**src/logic/charger_defs.svh**
```systemverilog
// Offsets, field positions, reset values and timing figures of the supervisor
`ifndef CHARGER_DEFS_SVH
`define CHARGER_DEFS_SVH

`define CLK_HZ 50000000
`define CTRL_OFS 8'h00
`define STATUS_OFS 8'h04
`define TIMER_OFS 8'h08

`define CB_CHG_CFG 0
`define CB_TMR_EN 1
`define CB_HALF_EN 2
`define CB_FAST_SEL 3
`define CB_MON_LO 4
`define CB_MON_HI 5
`define CB_SW_DIS 6
`define CB_SHIP_DLY 7
`define CB_FSR_EN 8
`define CB_REG_RST 9
`define CTRL_RESET 32'h0000018F
`define CTRL_MASK 32'h000001FF
`define WDOG_KEEP_MASK 32'h000001C0

`define LOW_BAT_LIMIT_H 2
`define FAST_LONG_H 10
`define FAST_SHORT_H 5
`define SEC_PER_H 3600
`define BLINK_HZ 1
`define SHIP_DLY_MS 10000
`define SHIP_DEGLITCH_MS 1000
`define RST_HOLD_MS 8000
`define RST_OFF_MS 250

`endif

```
**src/logic/charger_pkg.sv**
```systemverilog
// Types shared by the charger supervisor modules
package charger_pkg;

  typedef struct packed {
    logic [2:0] src_type;
    logic ce_n;
    logic charging;
    logic adapter_present;
    logic bat_low;
    logic bat_above_sysmin;
    logic bat_depleted;
    logic sys_below_bat_180mv;
    logic sys_below_bat_45mv;
    logic sys_at_min;
    logic vindpm;
    logic iindpm;
    logic cool_reduce;
    logic therm_reg;
    logic boost_req;
    logic temp_ok;
    logic ts_fault;
    logic input_ov;
    logic sys_ov;
    logic vbus_uvlo_ok;
    logic vbus_above_bat;
    logic vbus_below_ov;
    logic vbus_not_poor;
    logic detect_done;
  } pwr_status_t;

  typedef enum logic [1:0] {
    SHIP_ON = 2'b00,
    SHIP_WAIT = 2'b01,
    SHIP_OFF = 2'b11
  } ship_state_t;

  typedef enum logic [1:0] {
    BTN_IDLE = 2'b00,
    BTN_OFF = 2'b01,
    BTN_WAIT_HIGH = 2'b11
  } btn_state_t;

endpackage

```
**src/logic/pin_sync.sv**
```systemverilog
// Three-stage pin synchroniser that accepts a level once two stages agree
module pin_sync #(
  parameter int W = 1,
  parameter logic [W-1:0] INIT = '0
) (
  input wire logic clk,
  input wire logic rst,
  input wire logic [W-1:0] din,
  output logic [W-1:0] dout,
  output logic changed
);

  logic [W-1:0] s1_reg;
  logic [W-1:0] s2_reg;
  logic [W-1:0] s3_reg;
  logic [W-1:0] dout_next;

  // A bit moves only where the second and third stages agree
  assign dout_next = (s2_reg & ~(s2_reg ^ s3_reg)) | (dout & (s2_reg ^ s3_reg));

  always_ff @(posedge clk) begin
    if (rst) begin
      s1_reg <= INIT;
      s2_reg <= INIT;
      s3_reg <= INIT;
      dout <= INIT;
      changed <= 1'b0;
    end else begin
      s1_reg <= din;
      s2_reg <= s1_reg;
      s3_reg <= s2_reg;
      dout <= dout_next;
      changed <= |(dout_next ^ dout);
    end
  end

endmodule

```
**src/logic/charger_supervisor.sv**
```systemverilog
// Charger supervisor: safety timer, shipping mode, button reset, indicators
// What this block does
// - Boost stops outside temperature window; source field reads 000, fault flagged
// - Safety limit 2 h below low battery, host-selected fast limit above
// - Timer expiry writes 11 to charge fault field and pulses host
// - Timer enable bit off: no counting and no expiry fault
// - Regulation or cool reduction halves the timer counting rate
// - Half-rate enable at 0 forces full-rate counting
// - Timer holds its count while a charge fault is present
// - Charge stop and restart clears the timer
// - System regulation flag shows the rail held at minimum
// - Voltage and current limit flags follow dynamic power management
// - Supplement mode entered at 180 mV or 45 mV rail drop
// - Battery depletion ends supplement mode
// - Switch disable turns switch off at once or after delay
// - Adapter, bit clear, register reset or long button press exit shipping
// - Button held low on battery cycles the switch off then on
// - Full system reset enable at 0 skips button reset
// - Power good needs all five input source conditions
// - Charge monitor field 11 releases the status pin
// - Status pin low while charging, released otherwise
// - Status pin blinks at 1 Hz on charge or boost suspension
// - Watchdog expiry resets registers but keeps shipping and reset bits
`include "charger_defs.svh"

module charger_supervisor #(
  parameter int unsigned TICK_CYCLES = `CLK_HZ,
  parameter int unsigned BLINK_CYCLES = `CLK_HZ / (2 * `BLINK_HZ),
  parameter int unsigned SHIP_DLY_CYCLES = `SHIP_DLY_MS * (`CLK_HZ / 1000),
  parameter int unsigned DEGLITCH_CYCLES =
    `SHIP_DEGLITCH_MS * (`CLK_HZ / 1000),
  parameter int unsigned HOLD_CYCLES = `RST_HOLD_MS * (`CLK_HZ / 1000),
  parameter int unsigned OFF_CYCLES = `RST_OFF_MS * (`CLK_HZ / 1000)
) (
  input wire logic CLK,
  input wire logic SYS_RST,
  input wire logic PSEL,
  input wire logic PENABLE,
  input wire logic PWRITE,
  input wire logic [7:0] PADDR,
  input wire logic [31:0] PWDATA,
  output logic [31:0] PRDATA,
  output logic PREADY,
  output logic PSLVERR,
  input wire charger_pkg::pwr_status_t PWR_STATUS,
  input wire logic WDOG_EXPIRED,
  input wire logic BUTTON_N,
  input wire logic STAT_I,
  output logic STAT_O,
  output logic STAT_OE,
  output logic PG_N,
  output logic BATT_SWITCH_ON,
  output logic BOOST_RUN,
  output logic TIMER_FAULT_PULSE
);

  // Limits in half-second units so the half rate needs no fractions
  localparam logic [17:0] LOW_LIMIT =
    18'(`LOW_BAT_LIMIT_H * `SEC_PER_H * 2);
  localparam logic [17:0] LONG_LIMIT = 18'(`FAST_LONG_H * `SEC_PER_H * 2);
  localparam logic [17:0] SHORT_LIMIT =
    18'(`FAST_SHORT_H * `SEC_PER_H * 2);

  logic [$bits(charger_pkg::pwr_status_t)-1:0] st_bits;
  charger_pkg::pwr_status_t st;
  logic btn_level;
  logic btn_changed;
  logic stat_level;
  logic [31:0] ctrl_reg;
  logic [31:0] status_word;
  logic [31:0] read_mux;
  logic addr_ok;
  logic ctrl_wr;
  logic chg_on;
  logic chg_on_d_reg;
  logic restart;
  logic [31:0] tick_cnt_reg;
  logic tick;
  logic half;
  logic fault_present;
  logic counting;
  logic [17:0] limit;
  logic [17:0] chg_cnt_reg;
  logic timer_expired_reg;
  logic expire_set;
  logic boost_susp;
  logic [2:0] src_field;
  logic [1:0] fault_field;
  logic supp_reg;
  charger_pkg::ship_state_t ship_state_reg;
  charger_pkg::btn_state_t btn_state_reg;
  logic [31:0] ship_cnt_reg;
  logic [31:0] btn_cnt_reg;
  logic [31:0] off_cnt_reg;
  logic btn_ship_exit;
  logic btn_hold;
  logic ship_exit_hw;
  logic pg_next;
  logic [31:0] blink_cnt_reg;
  logic blink_phase_reg;
  logic blink_cond;

  // ----------------------------------------------------------------
  // Input synchronisers
  // ----------------------------------------------------------------
  pin_sync #(.W($bits(charger_pkg::pwr_status_t)), .INIT('0)) u_stat_sync (
    .clk(CLK),
    .rst(SYS_RST),
    .din(PWR_STATUS),
    .dout(st_bits),
    .changed()
  );
  assign st = st_bits;

  pin_sync #(.W(1), .INIT(1'b1)) u_btn_sync (
    .clk(CLK),
    .rst(SYS_RST),
    .din(BUTTON_N),
    .dout(btn_level),
    .changed(btn_changed)
  );

  pin_sync #(.W(1), .INIT(1'b1)) u_pin_sync (
    .clk(CLK),
    .rst(SYS_RST),
    .din(STAT_I),
    .dout(stat_level),
    .changed()
  );

  // ----------------------------------------------------------------
  // APB slave, zero wait states
  // ----------------------------------------------------------------
  assign addr_ok = (PADDR == `CTRL_OFS) || (PADDR == `STATUS_OFS) ||
                   (PADDR == `TIMER_OFS);
  assign ctrl_wr = PSEL & PENABLE & PWRITE & (PADDR == `CTRL_OFS);
  assign PREADY = 1'b1;
  assign PSLVERR = PSEL & PENABLE & ~addr_ok;

  assign status_word = {17'h00000, timer_expired_reg, stat_level,
                        ship_state_reg == charger_pkg::SHIP_OFF,
                        BATT_SWITCH_ON, supp_reg, fault_field,
                        boost_susp, st.iindpm, st.vindpm,
                        st.sys_at_min, ~PG_N, src_field};

  always_comb begin
    read_mux = 32'h00000000;
    if (PADDR == `CTRL_OFS) begin
      read_mux = ctrl_reg;
    end else if (PADDR == `STATUS_OFS) begin
      read_mux = status_word;
    end else if (PADDR == `TIMER_OFS) begin
      read_mux = {14'h0000, chg_cnt_reg};
    end
  end

  // Read data is caught in the setup phase so it stands in the access phase
  always_ff @(posedge CLK) begin
    if (SYS_RST) begin
      PRDATA <= 32'h00000000;
    end else if (PSEL & ~PENABLE & ~PWRITE) begin
      PRDATA <= read_mux;
    end
  end

  // Hardware clearing of the disable bit loses to a host write in the
  // same cycle; the host's intent is the newer one.
  always_ff @(posedge CLK) begin
    if (SYS_RST) begin
      ctrl_reg <= `CTRL_RESET;
    end else if (ctrl_wr & PWDATA[`CB_REG_RST]) begin
      ctrl_reg <= `CTRL_RESET;
    end else if (ctrl_wr) begin
      ctrl_reg <= PWDATA & `CTRL_MASK;
    end else if (WDOG_EXPIRED) begin
      ctrl_reg <= (`CTRL_RESET & ~`WDOG_KEEP_MASK) |
                  (ctrl_reg & `WDOG_KEEP_MASK);
    end else if (ship_exit_hw) begin
      ctrl_reg[`CB_SW_DIS] <= 1'b0;
    end
  end

  // ----------------------------------------------------------------
  // Charge safety timer
  // ----------------------------------------------------------------
  assign chg_on = ctrl_reg[`CB_CHG_CFG] & ~st.ce_n;
  assign restart = chg_on & ~chg_on_d_reg;
  assign tick = (tick_cnt_reg == 32'(TICK_CYCLES - 1));
  assign half = ctrl_reg[`CB_HALF_EN] &
                (st.vindpm | st.iindpm | st.cool_reduce | st.therm_reg);
  assign fault_present = st.input_ov | st.ts_fault | st.sys_ov;
  assign counting = tick & ctrl_reg[`CB_TMR_EN] & st.charging &
                    ~fault_present & ~timer_expired_reg & ~restart;
  assign limit = st.bat_low ? LOW_LIMIT :
                 (ctrl_reg[`CB_FAST_SEL] ? LONG_LIMIT : SHORT_LIMIT);
  assign expire_set = ctrl_reg[`CB_TMR_EN] & ~timer_expired_reg &
                      ~restart & (chg_cnt_reg >= limit);
  assign fault_field = timer_expired_reg ? 2'h3 :
                       (st.input_ov ? 2'h1 : 2'h0);

  always_ff @(posedge CLK) begin
    if (SYS_RST || tick) begin
      tick_cnt_reg <= 32'h00000000;
    end else begin
      tick_cnt_reg <= tick_cnt_reg + 32'h00000001;
    end
  end

  always_ff @(posedge CLK) begin
    if (SYS_RST) begin
      chg_on_d_reg <= 1'b0;
      chg_cnt_reg <= 18'h00000;
      timer_expired_reg <= 1'b0;
      TIMER_FAULT_PULSE <= 1'b0;
    end else begin
      chg_on_d_reg <= chg_on;
      TIMER_FAULT_PULSE <= expire_set;
      if (restart) begin
        chg_cnt_reg <= 18'h00000;
        timer_expired_reg <= 1'b0;
      end else begin
        if (counting) begin
          chg_cnt_reg <= chg_cnt_reg + (half ? 18'h00001 : 18'h00002);
        end
        if (expire_set) begin
          timer_expired_reg <= 1'b1;
        end
      end
    end
  end

  // ----------------------------------------------------------------
  // Boost thermistor watch and supplement mode
  // ----------------------------------------------------------------
  assign boost_susp = st.boost_req & ~st.temp_ok;
  assign src_field = boost_susp ? 3'h0 : st.src_type;

  always_ff @(posedge CLK) begin
    if (SYS_RST) begin
      BOOST_RUN <= 1'b0;
    end else begin
      BOOST_RUN <= st.boost_req & st.temp_ok;
    end
  end

  always_ff @(posedge CLK) begin
    if (SYS_RST) begin
      supp_reg <= 1'b0;
    end else if (st.bat_depleted) begin
      supp_reg <= 1'b0;
    end else if (st.bat_above_sysmin ? st.sys_below_bat_180mv :
                 st.sys_below_bat_45mv) begin
      supp_reg <= 1'b1;
    end
  end

  // ----------------------------------------------------------------
  // Push-button timing
  // ----------------------------------------------------------------
  always_ff @(posedge CLK) begin
    if (SYS_RST || btn_changed) begin
      btn_cnt_reg <= 32'h00000000;
    end else if (btn_cnt_reg != 32'hFFFFFFFF) begin
      btn_cnt_reg <= btn_cnt_reg + 32'h00000001;
    end
  end

  // Equality gives one event per press, not one per cycle held
  assign btn_ship_exit = ~btn_level & ~btn_changed &
                         (btn_cnt_reg == 32'(DEGLITCH_CYCLES - 1));
  assign btn_hold = ~btn_level & ~btn_changed &
                    (btn_cnt_reg == 32'(HOLD_CYCLES - 1));

  // ----------------------------------------------------------------
  // Shipping mode
  // ----------------------------------------------------------------
  assign ship_exit_hw = (ship_state_reg == charger_pkg::SHIP_OFF) &
                        (st.adapter_present | btn_ship_exit);

  always_ff @(posedge CLK) begin
    if (SYS_RST) begin
      ship_state_reg <= charger_pkg::SHIP_ON;
      ship_cnt_reg <= 32'h00000000;
    end else begin
      ship_cnt_reg <= ship_cnt_reg + 32'h00000001;
      unique case (ship_state_reg)
        charger_pkg::SHIP_ON: begin
          ship_cnt_reg <= 32'h00000000;
          if (ctrl_reg[`CB_SW_DIS]) begin
            ship_state_reg <= ctrl_reg[`CB_SHIP_DLY] ?
                              charger_pkg::SHIP_WAIT :
                              charger_pkg::SHIP_OFF;
          end
        end
        charger_pkg::SHIP_WAIT: begin
          if (!ctrl_reg[`CB_SW_DIS]) begin
            ship_state_reg <= charger_pkg::SHIP_ON;
          end else if (ship_cnt_reg == 32'(SHIP_DLY_CYCLES - 1)) begin
            ship_state_reg <= charger_pkg::SHIP_OFF;
          end
        end
        charger_pkg::SHIP_OFF: begin
          if (!ctrl_reg[`CB_SW_DIS] || ship_exit_hw) begin
            ship_state_reg <= charger_pkg::SHIP_ON;
          end
        end
        default: begin
          ship_state_reg <= charger_pkg::SHIP_ON;
        end
      endcase
    end
  end

  // ----------------------------------------------------------------
  // Push-button full system reset
  // ----------------------------------------------------------------
  always_ff @(posedge CLK) begin
    if (SYS_RST) begin
      btn_state_reg <= charger_pkg::BTN_IDLE;
      off_cnt_reg <= 32'h00000000;
    end else begin
      off_cnt_reg <= off_cnt_reg + 32'h00000001;
      unique case (btn_state_reg)
        charger_pkg::BTN_IDLE: begin
          off_cnt_reg <= 32'h00000000;
          if (btn_hold && !st.adapter_present &&
              !ctrl_reg[`CB_SW_DIS] && ctrl_reg[`CB_FSR_EN]) begin
            btn_state_reg <= charger_pkg::BTN_OFF;
          end
        end
        charger_pkg::BTN_OFF: begin
          if (off_cnt_reg == 32'(OFF_CYCLES - 1)) begin
            btn_state_reg <= charger_pkg::BTN_WAIT_HIGH;
          end
        end
        charger_pkg::BTN_WAIT_HIGH: begin
          // Rearm only after release so one press resets once
          if (btn_level) begin
            btn_state_reg <= charger_pkg::BTN_IDLE;
          end
        end
        default: begin
          btn_state_reg <= charger_pkg::BTN_IDLE;
        end
      endcase
    end
  end

  // ----------------------------------------------------------------
  // Battery switch, power good and status pin
  // ----------------------------------------------------------------
  assign pg_next = st.vbus_uvlo_ok & st.vbus_above_bat & st.vbus_below_ov &
                   st.vbus_not_poor & st.detect_done;
  assign blink_cond = st.input_ov | st.ts_fault | timer_expired_reg |
                      st.sys_ov | boost_susp;

  always_ff @(posedge CLK) begin
    if (SYS_RST) begin
      BATT_SWITCH_ON <= 1'b0;
      PG_N <= 1'b1;
    end else begin
      BATT_SWITCH_ON <= (ship_state_reg != charger_pkg::SHIP_OFF) &&
                        (btn_state_reg != charger_pkg::BTN_OFF) &&
                        (supp_reg || st.charging ||
                         (!st.adapter_present && !st.bat_depleted));
      PG_N <= ~pg_next;
    end
  end

  always_ff @(posedge CLK) begin
    if (SYS_RST || blink_cnt_reg == 32'(BLINK_CYCLES - 1)) begin
      blink_cnt_reg <= 32'h00000000;
    end else begin
      blink_cnt_reg <= blink_cnt_reg + 32'h00000001;
    end
  end

  always_ff @(posedge CLK) begin
    if (SYS_RST) begin
      blink_phase_reg <= 1'b0;
    end else if (blink_cnt_reg == 32'(BLINK_CYCLES - 1)) begin
      blink_phase_reg <= ~blink_phase_reg;
    end
  end

  assign STAT_O = 1'b0;

  always_ff @(posedge CLK) begin
    if (SYS_RST) begin
      STAT_OE <= 1'b0;
    end else if (ctrl_reg[`CB_MON_HI:`CB_MON_LO] == 2'h3) begin
      STAT_OE <= 1'b0;
    end else if (blink_cond) begin
      STAT_OE <= blink_phase_reg;
    end else begin
      STAT_OE <= st.charging;
    end
  end
endmodule

```
**config.mk**
```make
export PLATFORM = sky130hd
export DESIGN_NAME = charger_supervisor
export DESIGN_NICKNAME = d
export VERILOG_FILES = /design/src/logic/charger_pkg.sv /design/src/logic/pin_sync.sv /design/src/logic/charger_supervisor.sv
export VERILOG_INCLUDE_DIRS = /design/src /design/src/logic
export SDC_FILE = /design/constraint.sdc
export NUM_CORES = 1
export LEC_CHECK = 0
export ABC_AREA = 1
export BUFFER_PORTS_ARGS = -buffer_cell sky130_fd_sc_hd__clkbuf_2
export CAP_MARGIN = 15
export CORE_AREA = 5 5 182 219
export DETAILED_ROUTE_END_ITERATION = 10
export DIE_AREA = 0 0 187 224
export PLACE_DENSITY_LB_ADDON = 0.3
export SLEW_MARGIN = 10
export SYNTH_ARGS = -nofsm -noshare
export SYNTH_HDL_FRONTEND = slang
export SYNTH_SLANG_ARGS = --single-unit
```
**constraint.sdc**
```tcl
create_clock -name CLK -period 5 [get_ports CLK]
set_input_delay 1 -clock CLK [delete_from_list [all_inputs] [get_ports CLK]]
set_output_delay 1 -clock CLK [all_outputs]
set_load 0.02 [all_outputs]
```
# Word level (Yosys, flattened, before mapping)
# Cells that the tools add are included.
[totals]
register_bits = 345
out_inout_bits = 40
elab_cells = 187
[op_classes]
addsub = 6
magnitude_cmp = 1
n_eq_ne = 23
muxes = 25
bitwise_logic = 67
n_reduce_logical = 31
[op_table]
columns = ["operator", "count"]
rows = [
  ["32-bit by 1-bit adder with 32-bit output, second input constant", 5],
  ["32-bit by 26-bit == test with 1-bit output, second input constant", 2],
  ["32-bit by 29-bit == test with 1-bit output, second input constant", 2],
  ["32-bit 2-to-1 mux", 2],
  ["26-bit AND", 2],
  ["17-bit 2-to-1 mux", 2],
  ["1-bit AND", 32],
  ["32-bit by 24-bit == test with 1-bit output, second input constant", 1],
  ["32-bit by 25-bit == test with 1-bit output, second input constant", 1],
  ["32-bit != test, second input constant", 1],
  ["26-bit inverter", 1],
  ["26-bit OR", 1],
  ["26-bit bitwise XOR", 1],
  ["2-bit 2-to-1 mux", 10],
  ["18-bit by 2-bit adder with 18-bit output", 1],
  ["18-bit by 17-bit >= comparator with 1-bit output", 1],
  ["18-bit 2-to-1 mux", 1],
  ["1-bit inverter", 16],
  ["2-bit case mux with 3 select lines", 2],
  ["2-bit OR reduction", 6],
  ["1-bit OR", 11],
  ["9-bit 2-to-1 mux", 1],
  ["8-bit by 3-bit == test with 1-bit output, second input constant", 1],
  ["8-bit by 4-bit == test with 1-bit output, second input constant", 1],
  ["other kinds (17)", 49],
]

# Longest topological paths before layout
# Gate-level depths: netlist (run 1).
[depth]
word_depth = 8
mapped_depth = 14

# Cells and area by module
# A second synthesis (run 1) with hierarchy kept.
[hier_totals]
cells_unflattened = 2300
hier_area_um2 = 16041.6
[modules_own_cells]
columns = ["module", "instances", "cells_per_inst", "area_each_um2", "seq_area_each_um2"]
rows = [
  ["charger_supervisor", 1, 1782, 12035.3, 4364.2],
  ["pin_sync at u_stat_sync", 1, 474, 3661.0, 2102.0],
  ["pin_sync at u_btn_sync ...", 2, 22, 172.7, 100.1],
]

# Worst setup path before layout (run 1)
# OpenSTA, ideal clock, no wires.
[synth_path]
path_kind = "in2out"
start = "input PADDR[7]"
end = "output PSLVERR"
arrival_time_ns = 2.283
setup_slack_ns = 1.717
stages = 7
path_buffers = 1
path_cell_list = "nor2_1 > nand2_1 > inv_1 > nand4_1 > clkbuf_1 > inv_1 > nor4_1"
[synth_between]
elab_chain_len = 5
[synth_rtl]
columns = ["element", "line_no", "text"]
rows = [
  ["from (decl)", "charger_supervisor.sv:40", "input wire logic [7:0] PADDR,"],
  ["8-bit by 3-bit == test with 1-bit output (no source line) / 8-bit zero test (equally long branches)", "-", ""],
  ["1-bit logical OR", "charger_supervisor.sv:134", "assign addr_ok = (PADDR == `CTRL_OFS) || (PADDR == `STATUS_OFS) ||"],
  ["1-bit logical OR *", "charger_supervisor.sv:134", ""],
  ["1-bit inverter *", "charger_supervisor.sv:138", "assign PSLVERR = PSEL & PENABLE & ~addr_ok;"],
  ["1-bit AND *", "charger_supervisor.sv:138", ""],
  ["to (decl)", "charger_supervisor.sv:44", "output logic PSLVERR,"],
]
# Every way passes the cells marked *; elsewhere a longest branch is shown, timed or not.

# Worst setup path after layout (run 1)
# Same ends and word-level chain as after synthesis.

==> reports/qor.yml, run 1 <==
status: "finished, final reports clean"
routed_wl_mm: 36.6
overflow: 0
drc: 0
p_int_w: 0.00432
ir_worst_vdd_uv: 289
final_nets: 2317
wl_per_cell_um: 13.4
cts.htree.levels: 2
cts_tree: "yes"
dp.cells: 2668
synth_fa_ha_area_share_pct: 1.52
grt_usage_pct: 16.8
cts_made_buffers: 36
synth-seq-cells: 331
finalCritPeriodShare_pct: 68.3
area_growth_pct: 13.3
cts_num_sinks: 331
avgSynthCellArea_um2: 7.05
synth_top_area_share_pct: 43.9
cap_violations: 0
cts_buffer_depth: 3
diodes: 0
fmax_ghz: 0.293
arrival_ns: 2.41
insertion_delay_ns: 0.53
final-hold-violation-count: 0
crit_required_ns: 4.00
rsz0062_at_grt: "false"
cts_resized: 0
hpwl_mm: 27.3
tns_ns: 0
core_mm2: 0.0375
finalSetupViolations: 0
worst_hold_slack_ns: 0.398
antenna_found_initial: 0
yosysSeqAreaShare_pct: 43.9
grt_max_degree: 65
synth_edf_count: 0
netlist_top_cells_area: "dfxtp_1 (44%), nand2_1 (9.0%), inv_1 (8.6%)"
routabilityCongestion: 0.912
dr.pass1.iters: 5
pwr-share-seq_pct: 49.1
tightest_slew_ns: 1.10
ctsHoldBuffers: 0
postCtsSetupBuffers: 0
start_kind: "input pin"
vias: 13629
root_buffer: "clkbuf_16"
power_frac_clock_pct: 48.4
io_buffer_count: 75
drt-initial-drc-count: 898
end_kind: "output pin"
layout_commonest_cell: "nand2_1"
start_util_pct: 40.3
synth_mux_area_share_pct: 0.0745
switching_share_pct: 21.3
syn-cell-area_mm2: 0.0151
grt_pass1_vias: 12535
worstHoldPathCells: 2
synth_xor_area_share_pct: 2.43
relSlewSlack_pct: 26.8
reg2regPathDepth: 13
slew_viol_final: 0
viasPerCell: 4.99
timing.critical_path.fanout_max: 16
die_area_mm2: 0.0419
row_count: 78
fin_skew_ns: 0.0130
drive_above_1_share_pct: 8.93
powerDensity_mw_per_mm2: 321
io_pins: 114
yosys.area.top_type: "dfxtp_1"
critPathKind: "input pin to output pin"
synth-simple-area-share_pct: 31.3
period_minus_slack_ns: 3.41
post_synth_inst_count: 2144
synth_top_family_by_area: "simple AND/OR/NAND/NOR gates"
combPwrFrac_pct: 2.6
grt_pass1_wl_mm: 59.8
ant_nets: 0
layout_common_cells: "nand2_1 (364), inv_1 (346), dfxtp_1 (331), nor2_1 (328), a21oi_1 (147)"
synth_compound_area_share_pct: 10.2
synth_cell_types: 50
synthFlopType: "dfxtp_1"
die_h_um: 224
cts.clk_slew.worst_paths_ns: 0.06
p_switching_w: 0.00117
instances_no_fill: 2731
ys.warnings.count: 0
n_fill_cell: 3848
die_width_um: 187
async_flop_share_pct: 0
p_leak_nw: 6.59
hp-class: "flop to flop"
[cell families after synthesis]
group                      Yosys count
adders and majority gates           18
buffers and inverters              407
DFF                                331
xor gates and xnor gates            42
AOI/OAI and AO/OA                  292
muxes                                1
and+or+nand+nor                   1051
other                                2
[per-stage QoR]
step	power, W	instance area, um^2	util (%)	setup WS [ns]
after CTS	0.00557	17100	45.7	1.64
after global routing	0.00569	17100	45.7	1.55
after global placement	0.00289	15900	42.5	1.63
after floorplan	0.00285	15200	-	1.72
after detailed placement	0.00289	15900	42.5	1.64
final	0.00549	17100	45.7	1.59
[metal layers]
layer	track usage [%]	vias to the layer above	routed length [um]
met1	20.9	6242	16200
li1	-	7021	-
met5	0	-	0
met4	5.56	0	970
met2	29.5	306	17500
met3	3.12	60	2000
[cell type report]
cell class	instances	area (um^2)	share of cell area, %
Timing Repair Buffer	85	453	2.64
Clock buffer	52	1040	6.09
Clock inverter	11	138	0.804
Inverter	352	1320	7.72
Multi-Input combinational cell	1420	6940	40.5
Tap cell	480	601	3.51
Sequential cell	331	6630	38.7
[final timing paths]
path,from,to,slack [ns]
min reg2reg,u_stat_sync.s1_reg[3]$_SDFF_PP0_,u_stat_sync.s2_reg[3]$_SDFF_PP0_,0.40
min,u_stat_sync.s1_reg[3]$_SDFF_PP0_,u_stat_sync.s2_reg[3]$_SDFF_PP0_,0.40
max reg2reg,ctrl_reg[2]$_SDFFE_PP1P_,chg_cnt_reg[14]$_SDFFE_PP0P_,2.22
max,PADDR[7],PSLVERR,1.59
[critical path: stages]
cell and delay, ns:
clkbuf_2 0.08, nor2_1 0.03, nand2_1 0.09, inv_1 0.06
nand4_1 0.08, buf_4 0.22, inv_1 0.11, nor4_1 0.47
clkbuf_2 0.28
[cells in the mapped netlist, drive strengths merged (2+ instances only)]
cell type and count:
ha 16, conb 2, dfxtp 331, a21oi 147, buf 28, a211oi 5
o21ai 110, inv 351, nor4 23, nor2 343, xnor2 11, nor3 96
nand3b 5, o211ai 6, nand3 97, o22ai 4, nand4 69, a31oi 12
o21a 3, clkbuf 27, nand2 370, and2 2, nor3b 18, or2 26
xor2 31
[power groups by stage]
stage | logic (W) | clock network (W) | registers, W
after CTS | 0.000143 | 0.00273 | 0.00269
after global placement | 0.000141 | 0 | 0.00275
after floorplan | 0.0000996 | 0 | 0.00275
final | 0.000141 | 0.00266 | 0.00269
after detailed placement | 0.000143 | 0 | 0.00275
after global routing | 0.000161 | 0.00283 | 0.00270
No activity file was read; power rests on OpenSTA's default activity.
==> run 2, diff against run 1 <==
- clock period: 5 -> 3.42 ns (I/O delays scaled with it)
==> run 2 against run 1 <==
Net effect:
- critical path depth increased by 4
- hold slack got worse by 0.055 ns
- power increased by 52%
- sequential share of layout area decreased by 0.31 points
- core utilization increased by 0.37 points
- non-clock buffer count increased by 3
- register-to-register slack got worse by 1.5 ns
- cell count increased by 0.18%
- largest cell class unchanged
==> reports/qor.yml, run 2 (same netlist as run 1, synthesis figures left out) <==
status: "finished, final reports clean"
instances_no_fill: 2736
insertion_delay_ns: 0.53
drt-initial-drc-count: 790
slew_viol_final: 0
fmax_ghz: 0.365
cap_violations: 0
wl_met3_mm: 2.05
grt_pass1_vias: 13027
worstPathCellList: "inv_1, a31oi_1, ha_1, inv_1, fa_1, nor3_1, inv_1, nor2_1, inv_1, nor2_8, nand3_1, nand2_1, a21oi_1"
ir_worst_vdd_uv: 484
dr.pass1.iters: 5
die_h_um: 224
die_width_um: 187
p_leak_nw: 6.65
rsz0062_at_grt: "false"
grt_max_degree: 90
reg2regPathDepth: 13
pre_cts_ws_ns: 0.607
cts_made_buffers: 36
critPathMostFrequentCell: "inv_1"
tightest_slew_ns: 0.870
final-hold-violation-count: 0
finalCritPeriodShare_pct: 80.1
finalSetupViolations: 0
relSlewSlack_pct: 42.0
antenna_found_initial: 0
cts_resized: 0
crit_path_max_incr_delay_ns: 0.41
highest_layer: "met4"
timing.critical_path.fanout_max: 8
wl_met2_mm: 17.5
hp-class: "input pin to flop"
end_kind: "flop"
cts.clk_slew.worst_paths_ns: 0.06
reg2reg_to: "chg_cnt_reg[14]$_SDFFE_PP0P_"
overflow: 0
ctsHoldBuffers: 0
drive_above_1_share_pct: 9.31
postCtsSetupBuffers: 0
cts_tree: "yes"
cts_num_sinks: 331
worstHoldPathCells: 3
core_mm2: 0.0375
cts_buffer_depth: 3
root_buffer: "clkbuf_16"
worstHoldStart: "PWR_STATUS[3]"
cts.htree.levels: 2
die_area_mm2: 0.0419
r2r_start: "ctrl_reg[2]$_SDFFE_PP1P_"
finalWorstSetupSlack_ns: 0.681
io_buffer_count: 75
wl_met1_mm: 16.1
fin_skew_ns: 0.0229
crit_required_ns: 3.79
arrival_ns: 3.11
io_pins: 114
powerDensity_mw_per_mm2: 484
min_to: "u_stat_sync.s1_reg[3]$_SDFF_PP0_"
postLayoutCoreUtil_pct: 46.1
layout_commonest_cell: "nand2_1"
grt_pass1_wl_mm: 62.1
critPathKind: "flop to flop"
tns_ns: 0
ant_nets: 0
start_util_pct: 40.3
final_nets: 2320
routabilityCongestion: 0.935
viasPerCell: 4.98
area_growth_pct: 14.3
crit_path_top_delay_cell: "fa_1"
drc: 0
grt_usage_pct: 17.4
diodes: 0
dp.cells: 2671
r2r_setup_slack_ns: 0.68
period_minus_slack_ns: 2.74
hpwl_mm: 27.6
worst_hold_slack_ns: 0.343
routed_wl_mm: 37.0
layout_common_cells: "nand2_1 (364), inv_1 (346), dfxtp_1 (331), nor2_1 (328), a21oi_1 (147)"
start_kind: "flop"
wl_per_cell_um: 13.5
vias: 13629
row_count: 78
## run 2: cell types whose count changed in the layout (fill, tap and decap cells not counted)
| cell | previous run | this run |
|---|---|---|
| clkbuf_8 | 6 | 2 |
| clkinv_2 | 6 | 7 |
| bufinv_16 | 3 | 8 |
| buf_4 | 11 | 14 |
| clkinvlp_4 | 0 | 4 |
| clkbuf_1 | 9 | 5 |
## run 2: metrics by stage
stage	cell area, um^2	total power (W)
4_1_cts	17300	0.00849
3_5_place_dp	16000	0.00424
5_1_grt	17300	0.00870
3_3_place_gp	16000	0.00423
2_1_floorplan	15200	0.00417
6_report	17300	0.00836
## run 2: layout make-up
class	count	area, um^2
multi-input combinational	1420	6940
clock buffer	44	972
clock inverter	21	323
inverter	352	1320
sequential	331	6630
timing repair buffer	88	475
fill	3814	20200
tap	480	601
## run 2: critical path: cells and delay by family (launching register included)
kind / cells / cell delay [ns]
compound gates: 2 / 0.37
fa+ha+maj: 2 / 0.65
buf+inv: 4 / 0.37
flops: 1 / 0.34
simple gates: 5 / 0.86
## run 2: how the worst max path moves through the flow
stage | slack [ns] | cells after the start | startpoint | endpoint
after global placement | 0.58 | 8 | PADDR[7] | PSLVERR
after CTS | 0.61 | 8 | PADDR[3] | PSLVERR
after floorplan | 0.77 | 7 | PADDR[7] | PSLVERR
after global routing | 0.39 | 12 | ctrl_reg[2]$_SDFFE_PP1P_ | chg_cnt_reg[14]$_SDFFE_PP0P_
final | 0.68 | 13 | ctrl_reg[2]$_SDFFE_PP1P_ | chg_cnt_reg[14]$_SDFFE_PP0P_
after detailed placement | 0.61 | 8 | PADDR[3] | PSLVERR
## run 2: report_power, final
group | internal (W) | switching, W
Clock | 0.00264 | 0.00157
Combinational | 0.0000668 | 0.000144
Sequential | 0.00391 | 0.0000287
Total | 0.00662 | 0.00175
## run 2: routing by layer
metal  GRT usage, %  up-vias
met5              0        -
met4           6.68        0
met3           3.23       86
met2           30.4      295
met1           21.5     6221
li1               -     7027
==> run 3, diff against run 2 <==
- ABC_AREA: 1 -> 0
- CORE_AREA: 5 5 182 219 -> 5 5 175 210
- DIE_AREA: 0 0 187 224 -> 0 0 180 215
- clock period: 3.42 -> 2.25 ns (I/O delays scaled with it)
==> run 3 against run 2 <==
Net effect:
- via count decreased by 16%
- sequential share of layout area increased by 2.0 points
- non-clock buffer count increased by 66
- hold slack got worse by 0.23 ns
- global-route usage decreased by 1.8 points
- cell count decreased by 20%
==> reports/qor.yml, run 3 <==
status: "finished, final reports clean"
drive_above_1_share_pct: 14.5
die_h_um: 215
power_w: 0.0121
antenna_found_initial: 0
worstPathCellList: "o41ai_4, buf_4, inv_1, fa_2, buf_4, or4_4, a21oi_2"
grt_pass1_wl_mm: 52.5
cts_num_sinks: 331
synth_cell_types: 69
start_util_pct: 40.2
overflow: 0
drt-initial-drc-count: 727
tightest_slew_ns: 0.753
wl_per_cell_um: 14.2
io_pins: 114
row_count: 75
critPathKind: "flop to flop"
start_kind: "flop"
crit_family: "simple AND/OR/NAND/NOR gates"
syn-cell-area_mm2: 0.0139
dp.cells: 2135
io_buffer_count: 75
final-hold-violation-count: 0
grt_usage_pct: 15.7
final-seq-area_mm2: 0.00664
r2r_setup_slack_ns: 0.08
cts_buffer_depth: 3
die_area_mm2: 0.0387
n_fill_cell: 3315
relSlewSlack_pct: 49.3
insertion_delay_ns: 0.53
p_leak_nw: 5.88
path_buf_inv: 3
avgSynthCellArea_um2: 8.79
synth-seq-cells: 331
critPathMostFrequentCell: "buf_4"
yosys.area.top_type: "dfxtp_1"
grt_pass1_vias: 11051
finalCritPeriodShare_pct: 96.6
cts_made_buffers: 35
crit_required_ns: 2.72
root_buffer: "clkbuf_16"
layout_common_cells: "dfxtp_1 (326), nor2_1 (185), nand2_1 (118), a21oi_1 (87), nor2b_1 (86)"
arrival_ns: 2.64
cap_violations: 0
final_nets: 1802
instances_no_fill: 2194
routed_wl_mm: 31.1
cts_tree: "yes"
netlist_top_cells_count: "dfxtp_1 (331), nor2_1 (185), nand2_1 (118)"
core_mm2: 0.0346
hp-class: "input pin to flop"
routabilityCongestion: 0.859
area_growth_pct: 18.1
fin_skew_ns: 0.0252
diodes: 0
ys.warnings.count: 0
viasPerCell: 5.25
rsz0062_at_grt: "false"
layout_commonest_cell: "dfxtp_1"
multi_input_area_mm2: 0.00692
netlist_top_cells_area: "dfxtp_1 (48%), nor2_1 (5.0%), xor2_1 (4.3%)"
yosysMostFrequentCell: "dfxtp_1"
period_minus_slack_ns: 2.17
grt_max_degree: 42
synth_top_area_share_pct: 47.6
async_flop_share_pct: 0
synth_edf_count: 0
die_width_um: 180
hpwl_mm: 22.3
yosysSeqAreaShare_pct: 47.6
cts.clk_slew.worst_paths_ns: 0.06
slew_viol_final: 0
powerDensity_mw_per_mm2: 738
cts.htree.levels: 2
drc: 0
timing.critical_path.fanout_max: 6
post_synth_inst_count: 1584
ctsHoldBuffers: 0
ir_worst_vdd_uv: 632
dr.pass1.iters: 5
end_kind: "flop"
ant_nets: 0
crit_path_max_incr_delay_ns: 0.51
synthFlopType: "dfxtp_1"
finalSetupViolations: 0
fmax_ghz: 0.460
crit_path_top_delay_cell: "or4_4"
vias: 11513
-- run 3: cell count changes in the layout (fill, tap and decap cells not counted), sizes merged, moves of 45 or more --
cell / delta
o21ai: -45
nand2: -251
nor3: -53
buf: +66
a21oi: -59
nor2b: +86
inv: -317
nor2: -158
-- run 3: worst paths after layout --
path              cells past startpoint  startpoint                           end
setup reg to reg                      7        flop   chg_cnt_reg[6]$_SDFFE_PP0P_
hold reg to reg                       1        flop               PG_N$_SDFF_PP1_
setup / recovery                      7        flop   chg_cnt_reg[6]$_SDFFE_PP0P_
hold / removal                        2      STAT_I  u_pin_sync.s1_reg$_SDFF_PP1_
-- run 3: power by group --
group          internal, W  total [W]  switching [W]
sequential         0.00594    0.00598      0.0000419
clock              0.00345    0.00580        0.00236
combinational     0.000138   0.000342       0.000205
-- run 3: metrics by stage --
step	area [um^2]	setup WS (ns)	hold WS, ns	utilization, %	setup TNS [ns]
after global placement	15200	-0.0695	0.377	44.0	-0.248
after floorplan	14000	0.0765	0.364	-	0
after global routing	16400	0.000109	0.104	47.5	0
after detailed placement	15200	-0.0513	0.385	44.0	-0.180
after CTS	16400	0.00662	0.0893	47.3	0
final	16400	0.0763	0.113	47.5	0
-- run 3: metal layers --
layer / up-vias / track usage [%] / wire, um
met1: 5457 / 20.4 / 14400
met4: 0 / 5.23 / 873
li1: 5792 / - / -
met5: - / 0 / 0
met2: 195 / 26.6 / 14700
met3: 69 / 2.49 / 1100
-- run 3: cells by family (layout without fill, tap and decap cells) --
logic type / count (synthesis) / after routing / synth area share, %
fa+ha+maj: 17 / 17 / 1.58
simple gates: 760 / 760 / 29.0
xor+xnor: 113 / 113 / 7.11
other cells: 2 / 16 / 0.0539
mux: 13 / 13 / 0.943
compound gates: 235 / 235 / 10.2
buf+inv: 113 / 247 / 3.53
flops: 331 / 331 / 47.6
-- run 3: layout make-up --
cell class	count	area share [%]
timing repair buffer	154	6.16
multi-input combinational	1154	42.1
clock inverter	14	1.33
sequential	331	40.4
clock buffer	44	5.71
inverter	35	0.799
tap	462	3.52
-- run 3: repair_timing --
item / CTS / global route
pin swaps: 0 / 4
gates resized for setup: 2 / 14
buffers inserted: 0 / 1
endpoints found under the setup margin: 6 / 15
